## config.mk

```make
export PLATFORM = sky130hd
export DESIGN_NAME = serial_control_port
export DESIGN_NICKNAME = d
export VERILOG_FILES = /design/src/logic/scp_pkg.sv /design/src/logic/pin_sync.sv /design/src/logic/serial_control_port.sv
export SDC_FILE = /design/constraint.sdc
export NUM_CORES = 1
export LEC_CHECK = 0
export BUFFER_PORTS_ARGS = -buffer_cell sky130_fd_sc_hd__buf_2
export CAP_MARGIN = 20
export CORE_ASPECT_RATIO = 1.1
export CORE_MARGIN = 2
export CORE_UTILIZATION = 55
export DETAILED_ROUTE_END_ITERATION = 6
export PLACE_DENSITY = 0.71
export SLEW_MARGIN = 20
export SYNTH_ARGS = -nofsm -noshare
export SYNTH_HDL_FRONTEND = slang
export SYNTH_SLANG_ARGS = --single-unit
```

## constraint.sdc

```tcl
create_clock -name mclk -period 4.35 [get_ports mclk]
set_input_delay 0.2175 -clock mclk [delete_from_list [all_inputs] [get_ports mclk]]
set_output_delay 0.2175 -clock mclk [all_outputs]
set_load 0.005 [all_outputs]
```

## src/logic/scp_pkg.sv

```systemverilog
package scp_pkg;
   // data path sizes
   localparam int ADDR_W     = 6;
   localparam int DATA_W     = 8;
   localparam int NUM_REGS   = 64;
   localparam int SD_W       = 12;
   localparam int CNT_W      = 5;
   localparam int SYNC_W     = 3;

   // bit counts along a transfer, in rising link-clock edges
   localparam logic [CNT_W-1:0] HDR_LAST  = 5'h07;
   localparam logic [CNT_W-1:0] BYTE1_LAST = 5'h0F;
   localparam logic [CNT_W-1:0] BYTE2_LAST = 5'h17;

   // header field positions (natural order after assembly)
   localparam int HDR_RNW_BIT = 7;
   localparam int HDR_TWO_BIT = 6;

   // register offsets
   localparam logic [ADDR_W-1:0] PORT_CFG_ADDR   = 6'h00;
   localparam logic [ADDR_W-1:0] AUX_DAC_A_ADDR  = 6'h24;
   localparam logic [ADDR_W-1:0] AUX_DAC_B_ADDR  = 6'h25;
   localparam logic [ADDR_W-1:0] AUX_DAC_C_ADDR  = 6'h26;
   localparam logic [ADDR_W-1:0] AUX_DAC_CTL_ADDR = 6'h29;
   localparam logic [ADDR_W-1:0] SD_HIGH_ADDR    = 6'h2A;
   localparam logic [ADDR_W-1:0] SD_LOW_ADDR     = 6'h2B;
   localparam logic [ADDR_W-1:0] RX_BIAS_A_ADDR  = 6'h31;
   localparam logic [ADDR_W-1:0] RX_BIAS_B_ADDR  = 6'h32;
   localparam logic [ADDR_W-1:0] REVISION_ADDR   = 6'h3F;

   // field positions
   localparam int CFG_THREE_WIRE_BIT = 7;
   localparam int CFG_LOW_ORDER_BIT  = 6;
   localparam int INV_C_BIT          = 4;
   localparam int INV_B_BIT          = 2;
   localparam int INV_A_BIT          = 0;
   localparam int SD_LOW_LSB         = 4;

   // values after reset
   localparam logic [DATA_W-1:0] REG_RESET  = 8'h00;
   localparam logic [SD_W:0]     SD_ACC_RESET = 13'h0000;
   localparam logic [SYNC_W-1:0] SYNC_RESET = 3'h0;
   localparam logic [CNT_W-1:0]  CNT_RESET  = 5'h00;

   // link limits and local clock, for reference by the bench
   localparam int MCLK_HZ      = 50_000_000;
   localparam int LINK_MAX_HZ  = 16_000_000;

   // transfer states
   typedef enum logic [4:0] {
      ST_IDLE  = 5'b00001,
      ST_HEAD  = 5'b00010,
      ST_WRITE = 5'b00100,
      ST_READ  = 5'b01000,
      ST_DONE  = 5'b10000
   } xfer_state_t;
endpackage

```

## src/logic/pin_sync.sv

```systemverilog
`timescale 1ns/1ps
module pin_sync #(
   parameter int WIDTH = 3
) (
   // clock and control
   input  wire logic             mclk,
   input  wire logic             resetn,
   input  wire logic             ce,
   // asynchronous levels in, local levels out
   input  wire logic [WIDTH-1:0] async_in,
   output logic      [WIDTH-1:0] sync_out
);
   logic [WIDTH-1:0] meta_r;

   // two stages; only the second stage reads the first
   always_ff @(posedge mclk) begin
      if (!resetn) begin
         meta_r   <= '0;
         sync_out <= '0;
      end else if (ce) begin
         meta_r   <= async_in;
         sync_out <= meta_r;
      end
   end
endmodule

```

## src/logic/serial_control_port.sv

```systemverilog
`timescale 1ns/1ps
// What this block does
// - header is rnw, two-byte flag, 6-bit address
// - select low gates cycles, else pins released
// - sample on rising, drive on falling edge
// - commit after 16th or 24th rising edge
// - early deselect discards the write entirely
// - data pin input-only unless three-wire set
// - four-wire reads return on dedicated output
// - two-byte flag picks one or two bytes on writes
// - low bit order reverses header and data
// - msb-first second byte goes to N-1
// - lsb-first second byte goes to N+1
// - reads return exactly one byte always
// - three-wire read turns data pin outward
// - 12-bit sigma-delta word, zero at reset
// - invert bits 4,2,0 flip aux words
// - revision register read-only, writes ignored
// - aux words 8-bit straight binary, reset zero
module serial_control_port #(
   parameter logic [7:0] REVISION = 8'h01  // arbitrary value
) (
   // clock, reset, enable
   input  wire logic                          mclk,
   input  wire logic                          resetn,
   input  wire logic                          ce,
   // serial link pins
   input  wire logic                          port_select_n,
   input  wire logic                          shift_clock,
   input  wire logic                          serial_data_io_i,
   output logic                               serial_data_io_o,
   output logic                               serial_data_io_oe,
   output logic                               serial_data_out_o,
   output logic                               serial_data_out_oe,
   // configured outputs
   output logic [scp_pkg::DATA_W-1:0]         aux_dac_a,
   output logic [scp_pkg::DATA_W-1:0]         aux_dac_b,
   output logic [scp_pkg::DATA_W-1:0]         aux_dac_c,
   output logic [scp_pkg::SD_W-1:0]           sigma_delta_word,
   output logic                               sigma_delta_out,
   output logic [scp_pkg::DATA_W-1:0]         rx_bias_a,
   output logic [scp_pkg::DATA_W-1:0]         rx_bias_b,
   output logic                               three_wire_select,
   output logic                               low_bit_order
);
   import scp_pkg::*;

   logic [SYNC_W-1:0] pins_s;
   logic              sclk_s;
   logic              sdi_s;
   logic              sclk_d_r;
   logic              rise;
   logic              fall;
   logic              sel;
   xfer_state_t       state_r;
   xfer_state_t       state_nxt;
   logic [CNT_W-1:0]  cnt_r;
   logic [DATA_W-1:0] shift_r;
   logic [DATA_W-1:0] shift_nxt;
   logic [DATA_W-1:0] first_r;
   logic              two_r;
   logic [ADDR_W-1:0] addr_r;
   logic [DATA_W-1:0] out_sh_r;
   logic [DATA_W-1:0] regs_r [NUM_REGS];
   logic              hdr_done;
   logic              byte1_done;
   logic              byte2_done;
   logic              commit_one;
   logic              commit_two;
   logic [ADDR_W-1:0] addr_second;
   logic [SD_W:0]     sd_acc_r;
   logic [SD_W:0]     sd_sum;
   logic              in_read;

   // assemble one bit into a byte; result is always in natural order
   // so the header fields sit at fixed positions in either bit order
   function automatic logic [DATA_W-1:0] shift_in(
      input logic [DATA_W-1:0] sh,
      input logic              b,
      input logic              lsb_first
   );
      if (lsb_first)
         shift_in = {b, sh[DATA_W-1:1]};
      else
         shift_in = {sh[DATA_W-2:0], b};
   endfunction

   // readback mux; revision is a constant, not a flop,
   // and a write to it has nowhere to land
   function automatic logic [DATA_W-1:0] reg_value(
      input logic [ADDR_W-1:0] a
   );
      if (a == REVISION_ADDR)
         reg_value = REVISION;
      else
         reg_value = regs_r[a];
   endfunction

   // an aux word, optionally inverted
   function automatic logic [DATA_W-1:0] aux_word(
      input logic [DATA_W-1:0] w,
      input logic              inv
   );
      aux_word = inv ? ~w : w;
   endfunction

   // only the revision code refuses writes; all else is plain storage
   function automatic logic writable(
      input logic [ADDR_W-1:0] a
   );
      writable = a != REVISION_ADDR;
   endfunction

   // link pins cross into mclk before anything reads them; select
   // crosses inverted so the cleared synchroniser reads as idle,
   // otherwise every reset would look like a short select
   pin_sync #(
      .WIDTH(SYNC_W)
   ) u_sync (
      .mclk    (mclk),
      .resetn  (resetn),
      .ce      (ce),
      .async_in({shift_clock, ~port_select_n, serial_data_io_i}),
      .sync_out(pins_s)
   );

   assign sclk_s  = pins_s[2];
   assign sel     = pins_s[1];
   assign sdi_s   = pins_s[0];

   // mode bits live in the port configuration register
   assign three_wire_select = regs_r[PORT_CFG_ADDR][CFG_THREE_WIRE_BIT];
   assign low_bit_order     = regs_r[PORT_CFG_ADDR][CFG_LOW_ORDER_BIT];

   // link clock edge detect on the synchronised copy
   // reset value matches the idle-low link clock, so no false edge
   always_ff @(posedge mclk) begin
      if (!resetn)
         sclk_d_r <= 1'b0;
      else if (ce)
         sclk_d_r <= sclk_s;
   end

   // an edge is seen two to three mclk after the pin moves, so each
   // link clock level must last at least three mclk
   assign rise = sel & sclk_s & ~sclk_d_r;
   assign fall = sel & ~sclk_s & sclk_d_r;

   // bit position decode along the transfer
   // a write commits only at its last bit, never earlier
   assign shift_nxt  = shift_in(shift_r, sdi_s, low_bit_order);
   assign hdr_done   = rise && state_r == ST_HEAD && cnt_r == HDR_LAST;
   assign byte1_done = rise && state_r == ST_WRITE && cnt_r == BYTE1_LAST;
   assign byte2_done = rise && state_r == ST_WRITE && cnt_r == BYTE2_LAST;
   assign commit_one = byte1_done && !two_r;
   assign commit_two = byte2_done && two_r;

   // second byte address walks down or up with the bit order
   assign addr_second = low_bit_order ? ADDR_W'(addr_r + 6'h01)
                                      : ADDR_W'(addr_r - 6'h01);

   // transfer sequencing; deselect wins over everything
   // so a cut frame always falls back to idle with nothing stored
   always_comb begin
      state_nxt = state_r;
      unique case (state_r)
         ST_IDLE: begin
            if (sel)
               state_nxt = ST_HEAD;
         end
         ST_HEAD: begin
            if (hdr_done)
               state_nxt = shift_nxt[HDR_RNW_BIT] ? ST_READ : ST_WRITE;
         end
         ST_WRITE: begin
            if (commit_one || commit_two)
               state_nxt = ST_DONE;
         end
         ST_READ: begin
            state_nxt = ST_READ;  // held to deselect, one byte only
         end
         ST_DONE: begin
            state_nxt = ST_DONE;  // extra clocks are ignored
         end
      endcase
      if (!sel)
         state_nxt = ST_IDLE;
   end

   // state register
   always_ff @(posedge mclk) begin
      if (!resetn)
         state_r <= ST_IDLE;
      else if (ce)
         state_r <= state_nxt;
   end

   // rising-edge counter, cleared whenever the port is idle
   // it stops at BYTE2_LAST, the 24th edge, so extra clocks cannot wrap around
   always_ff @(posedge mclk) begin
      if (!resetn)
         cnt_r <= CNT_RESET;
      else if (ce) begin
         if (state_r == ST_IDLE || !sel)
            cnt_r <= CNT_RESET;
         else if (rise && cnt_r != BYTE2_LAST)
            cnt_r <= CNT_W'(cnt_r + 5'h01);
      end
   end

   // input shifter, moved only on sampled rising edges
   always_ff @(posedge mclk) begin
      if (!resetn)
         shift_r <= REG_RESET;
      else if (ce && rise && (state_r == ST_HEAD || state_r == ST_WRITE))
         shift_r <= shift_nxt;
   end

   // header fields, taken at the eighth rising edge
   always_ff @(posedge mclk) begin
      if (!resetn) begin
         two_r  <= 1'b0;
         addr_r <= '0;
      end else if (ce && hdr_done) begin
         two_r  <= shift_nxt[HDR_TWO_BIT];
         addr_r <= shift_nxt[ADDR_W-1:0];
      end
   end

   // first data byte, held for a two-byte commit
   always_ff @(posedge mclk) begin
      if (!resetn)
         first_r <= REG_RESET;
      else if (ce && byte1_done)
         first_r <= shift_nxt;
   end

   // register file; writes only land at a full commit, so a
   // truncated frame leaves every register untouched; the
   // revision code has no flop here at all
   always_ff @(posedge mclk) begin
      if (!resetn) begin
         for (int i = 0; i < NUM_REGS; i++)
            regs_r[i] <= REG_RESET;
      end else if (ce) begin
         if (commit_one && writable(addr_r))
            regs_r[addr_r] <= shift_nxt;
         if (commit_two) begin
            if (writable(addr_r))
               regs_r[addr_r] <= first_r;
            if (writable(addr_second))
               regs_r[addr_second] <= shift_nxt;
         end
      end
   end

   // read shifter: loaded after the header, moved on falling edges
   always_ff @(posedge mclk) begin
      if (!resetn)
         out_sh_r <= REG_RESET;
      else if (ce) begin
         if (hdr_done)
            out_sh_r <= reg_value(shift_nxt[ADDR_W-1:0]);
         else if (fall && in_read)
            out_sh_r <= low_bit_order ? {1'b0, out_sh_r[DATA_W-1:1]}
                                      : {out_sh_r[DATA_W-2:0], 1'b0};
      end
   end

   // output bit moves only on a falling edge, so the host's
   // rising-edge sample always meets a settled level
   always_ff @(posedge mclk) begin
      if (!resetn)
         serial_data_io_o <= 1'b0;
      else if (ce && fall && in_read)
         serial_data_io_o <= low_bit_order ? out_sh_r[0]
                                           : out_sh_r[DATA_W-1];
   end

   // both outputs share one data flop; only one is ever enabled
   assign serial_data_out_o = serial_data_io_o;

   // a read holds from its header to deselect, one byte then idle bits
   assign in_read = state_r == ST_READ;

   // direction control; enables drop once the synchronised select shows deselect
   assign serial_data_io_oe  = sel && in_read
                               && three_wire_select;
   assign serial_data_out_oe = sel && in_read
                               && !three_wire_select;

   // aux words, taken the cycle after a commit; the invert bits act
   // on whatever word is stored, so order of writes does not matter
   always_ff @(posedge mclk) begin
      if (!resetn) begin
         aux_dac_a <= REG_RESET;
         aux_dac_b <= REG_RESET;
         aux_dac_c <= REG_RESET;
      end else if (ce) begin
         aux_dac_a <= aux_word(regs_r[AUX_DAC_A_ADDR],
                         regs_r[AUX_DAC_CTL_ADDR][INV_A_BIT]);
         aux_dac_b <= aux_word(regs_r[AUX_DAC_B_ADDR],
                         regs_r[AUX_DAC_CTL_ADDR][INV_B_BIT]);
         aux_dac_c <= aux_word(regs_r[AUX_DAC_C_ADDR],
                         regs_r[AUX_DAC_CTL_ADDR][INV_C_BIT]);
      end
   end

   // sigma-delta word; high byte and top nibble of the low byte
   always_ff @(posedge mclk) begin
      if (!resetn)
         sigma_delta_word <= '0;
      else if (ce)
         sigma_delta_word <= {regs_r[SD_HIGH_ADDR],
                              regs_r[SD_LOW_ADDR][DATA_W-1:SD_LOW_LSB]};
   end

   // receive bias settings, plain copies of their registers
   always_ff @(posedge mclk) begin
      if (!resetn) begin
         rx_bias_a <= REG_RESET;
         rx_bias_b <= REG_RESET;
      end else if (ce) begin
         rx_bias_a <= regs_r[RX_BIAS_A_ADDR];
         rx_bias_b <= regs_r[RX_BIAS_B_ADDR];
      end
   end

   // first-order modulator: density of ones tracks the word,
   // so a larger word integrates to a higher level
   assign sd_sum = {1'b0, sd_acc_r[SD_W-1:0]}
                   + {1'b0, sigma_delta_word};

   // the carry of each sum is the next output bit
   always_ff @(posedge mclk) begin
      if (!resetn)
         sd_acc_r <= SD_ACC_RESET;
      else if (ce)
         sd_acc_r <= sd_sum;
   end

   assign sigma_delta_out = sd_acc_r[SD_W];
endmodule

```

# == Word-level counts from Yosys, hierarchy flattened ==
# Memory sizes are Yosys's and may differ from the RTL's. A register that Yosys moved wholly into a read port is not among the register bits.
# Index checks and enable logic that the tools add are counted.
# word_totals
register_bits,86
inputBits,6
latchBits,0
romBits,0
n_memories,1
ram_bits,512
# memory_table
name,words,width,rd,rd_clocked_by_memory_dff,wr,line,rtl
regs_r,64,8,10,4,64,serial_control_port.sv:64,logic [DATA_W-1:0] regs_r [NUM_REGS];
# classes
n_reduce_logical,36
n_mul,0
n_mux,39
addsub,4
n_lt_le_gt_ge,0
n_eq_ne,14
n_div,0
shifts,0
n_bitwise,11
# op_table
cell,n
two-way mux 8 bit,11
two-way mux 5 bit,5
case mux 5 bit (5 select lines),1
NOT 8 bit,3
logical AND 1 bit,19
two-way mux 1 bit,18
two-way mux 6 bit,3
OR reduction 8 bit,2
adder 12 x 12 -> 13 bit,1
!= test 6 bit (second input constant),2
== test 5 x 3 -> 1 bit (second input constant),2
== test 5 x 4 -> 1 bit (second input constant),2
== test 5 bit (second input constant),2
zero test 1 bit,7
adder 6 x 1 -> 6 bit (second input constant),1
== test 6 bit (second input constant),1
!= test 3 bit (second input constant),2
subtractor 6 x 1 -> 6 bit (second input constant),1
adder 5 x 1 -> 5 bit (second input constant),1
== test 5 x 1 -> 1 bit (second input constant),1
== test 5 x 2 -> 1 bit (second input constant),1
!= test 5 bit (second input constant),1
AND 1 bit,4
two-way mux 4 bit,1
6 further kinds,12

# == Depth between registers and ports, before layout ==
# logic_depth
word_depth,13
mapped_depth,14
ltp_nobuf,10

# == Cells and area by module ==
# From an unflattened synthesis, not the netlist that was laid out.
# hier_totals
cells_unflattened,2972
hier_area_um2,30849.6
# by_module_without_submodules
module,instances,seq_area_each_um2,cells_each,area_each_um2
serial_control_port,1,17536.8,2953,30620.6
pin_sync,1,120.1,19,229.0

# == Worst setup path after synthesis ==
# OpenSTA, ideal clock, no wires.
# synth_path
path_type,reg-to-reg
startpoint,memory regs_r[0][6]
endpoint,"memory regs_r[36][0], enable pin"
t_required_ns,3.974
path_slack_ns,0.594
synth_period_minus_slack_ns,3.756
path_buffers,5
arrival_ns,3.379
path_stages_with_launch,15
path_cell_list,edfxtp_1 buf_4 buf_4 buf_2 inv_1 ha_1 a21o_1 a21oi_2 xnor2_1 nor4bb_1 buf_2 a21oi_1 nand2_1 buf_2 o211ai_1
# synth_lines
item,line
from (decl),serial_control_port.sv:64

==> impl_metrics.toml <==
[synthesis]
ys_warn_count = 0
synth_flop_cell = "edfxtp_1"
synth_edf_count = 512
syn_area_mm2 = 0.0303
yosysSeqAreaShare_pct = 58.2
ys_seq_elements = 626
yosysUniqueCellTypes = 85
syn_inst = 2560
ys_async_sr_fraction_pct = 0
postSynthAreaPerCell_um2 = 11.8
syn_nets = 2587

[hold_path]
holdCritPathClass = "in -> reg"

[finish]
area_growth_pct = 13.9
nets = 2677
insertedDiodeCount = 0
final_layout_size_suffix_gt1_share_pct = 18.5

[power_and_ir_drop]
p_int_mw = 10.2
p_switching_mw = 2.91
swShare_pct = 22.2
total_power_mw = 13.1
p_per_area_mw_per_mm2 = 379
p_comb_share_pct = 5.0
ir_worst_vdd_mv = 0.294
leakagePower_nw = 10.9
p_clk_share_pct = 42.3
p_seq_share_pct = 52.7

[global_routing]
grt_use_total_pct = 35.5
antenna_found_initial = 2
grt_pass1_wl_um = 153000
grt_pass1_vias = 24200
grt_start_max_net_pins = 83
overflow = 0

[die]
die_y_um = 250
start_util_pct = 55.4
row_count = 90
die_area_mm2 = 0.0570
die_w_um = 228
pin_count = 65
coreArea_mm2 = 0.0547

[sta]
min_period_over_period_pct = 93.1
setup_violations = 0
grt_setup_unrepaired = "false"
fin_crit_ns = 4.05
finalSetupTns_ns = 0
maxSlewViolCount = 0
fmax_mhz = 247
worst_pin_slew_ns = 1.19
hold_ws_ns = 0.203
slew_headroom_pct = 20.2
fin_skew_ns = 0.0143
hold_violations = 0

[setup_path]
endpoint_kind = "flop"
cp-start-kind = "flop"
cp.arrival_ns = 4.61
path_max_fanout = 41
cp_data_required_time_ns = 4.91
criticalPathCategory = "reg -> reg"

[clocking]
cts_tree = "built"
cts.path.max_buffers = 3
clk-insertion-delay-late_ns = 0.63
clk_pin_slew_ns = 0.07
cts-root-buf = "clkbuf_16"
cts.sinks = 626
cts.htree.levels = 2
cts_buffers = 61

[placement]
place.gp.congestion = 0.983
post-dp-hpwl_um = 67200
port_buffers = 64

[routing]
vias = 25300
wl_um = 103000
firstDrtPassIters = 7
drtIter0Drc = 3950
wl_per_cell_um = 30.0
via_per_inst = 7.36
ant_nets = 0
drc = 0

[outcome]
status = "completed"

[flow_run]
maxCapViolCount = 0
[metal layers]
layer / global-route usage [%] / share of wire [%] / vias to the layer above
li1: - / - / 10400
met1: 45.5 / 33 / 12100
met2: 55.8 / 46 / 2324
met3: 8.04 / 14 / 475
met4: 20.7 / 7.0 / 4
met5: 0 / 0.030 / -
[stage by stage]
step / utilization, % / area (µm²) / instances / setup slack, ns
6_report: 63.1 / 34500 / 3436 / 0.300
5_1_grt: 63.1 / 34500 / 3436 / 0.205
4_1_cts: 63.1 / 34500 / 3436 / 0.122
3_5_place_dp: 59.2 / 32400 / 3319 / 0.138
3_3_place_gp: 59.2 / 32400 / 3318 / 0.253
2_1_floorplan: - / 30300 / 2560 / 0.594
[logic make-up after synthesis]
| logic type | share of synthesized area [%] |
|---|---|
| adder cells (fa/ha/maj) | 0.916 |
| AND/OR/NAND/NOR | 9.72 |
| AO/OA/AOI/OAI | 17.4 |
| flip-flops | 58.2 |
| buffers and inverters | 3.54 |
| XOR/XNOR | 1.10 |
| multiplexers | 9.13 |
[layout make-up]
class / instances / area, µm²
clock inverters: 38 / 409
fillers: 4151 / 20200
inverters: 22 / 83.8
flip-flops and latches: 626 / 17700
multi-input cells: 1678 / 11800
clock buffers: 75 / 1660
repair buffers: 261 / 1970
well taps: 736 / 921
[power groups by stage]
stage / Clock (mW) / Combinational (mW) / Sequential, mW
6_report: 5.53 / 0.658 / 6.89
5_1_grt: 5.73 / 0.698 / 6.91
4_1_cts: 5.52 / 0.645 / 6.88
3_5_place_dp: 0 / 0.640 / 7.01
3_3_place_gp: 0 / 0.622 / 7.00
2_1_floorplan: 0 / 0.433 / 6.94
[synth_stat cells, types with 7 or more instances]
library cell  number  area [µm²]
ha_1              19         238
xor2_1             7        61.3
edfxtp_1         512       15400
o211ai_1          14         105
xnor2_1           31         272
a21oi_1           56         280
a2111oi_0         13         114
a211oi_1          54         405
o21ai_0           28         140
nand2_1          300        1130
nand3_1          102         510
nor2_1           157         589
mux4_2            85        1910
mux2i_1           69         691
inv_1             22        82.6
nor3b_1            9        67.6
nor3_1            14        70.1
mux2_2            12         135
dfxtp_1          114        2280
nand2b_1          11        68.8
o32ai_1           58         508
a31oi_1           12        75.1
clkbuf_1         154         578
nand4_1            9        56.3
a22oi_1            9        67.6
o22ai_1          470        2940
buf_2             44         220
nand2_2            8        50.1
and3_1             7        43.8
buf_1             24        90.1
buf_4              9        67.6
[cells in the final DEF (no fill, tap or decap), drive strengths merged, types with 70 or more instances in the layout]
cell type,n
clkbuf,75
mux2i,70
nand2,308
mux4,85
nand3,102
edfxtp,512
buf,257
dfxtp,114
nor2,159
o22ai,470
[flip-flops by register name, summed over array words and instances, names as in the netlist]
name,flops
u_sync.meta_r,3
rx_bias_a,8
sigma_delta_word,12
regs_r,512
two_r,1
aux_dac_c,8
shift_r,8
cnt_r,5
serial_data_io_o,1
first_r,8
aux_dac_b,8
sclk_d_r,1
out_sh_r,8
rx_bias_b,8
aux_dac_a,8
u_sync.sync_out,3
sd_acc_r,13
state_r,5
addr_r,6
[final timing paths]
check               startpoint           end  slack [ns]  depth (start not counted)
setup / recovery  regs_r[0][6]   out_sh_r[7]        0.30                         10
setup reg to reg  regs_r[0][6]   out_sh_r[7]        0.30                         10
hold / removal              ce      sclk_d_r        0.20                          4
hold reg to reg   aux_dac_b[5]  aux_dac_b[5]        0.49                          2
[what timing repair did]
action                                 CTS  global route
setup endpoints to repair                0            64
setup buffers                            0             0
endpoints found under the hold margin    4             0
hold buffers                             4             0
gates resized for setup                  0             2
[worst max-delay path, cell delays in order, from the launching register on]
cell and delay, ns:
edfxtp_1 0.42, buf_4 0.54, mux2i_4 0.92, buf_4 0.42, buf_4 0.23, nand2_1 0.07, a21oi_1 0.21, a2111oi_0 0.13
a211oi_1 0.57, o311ai_1 0.22, a31oi_1 0.19
(Power assumes the default switching activity.)
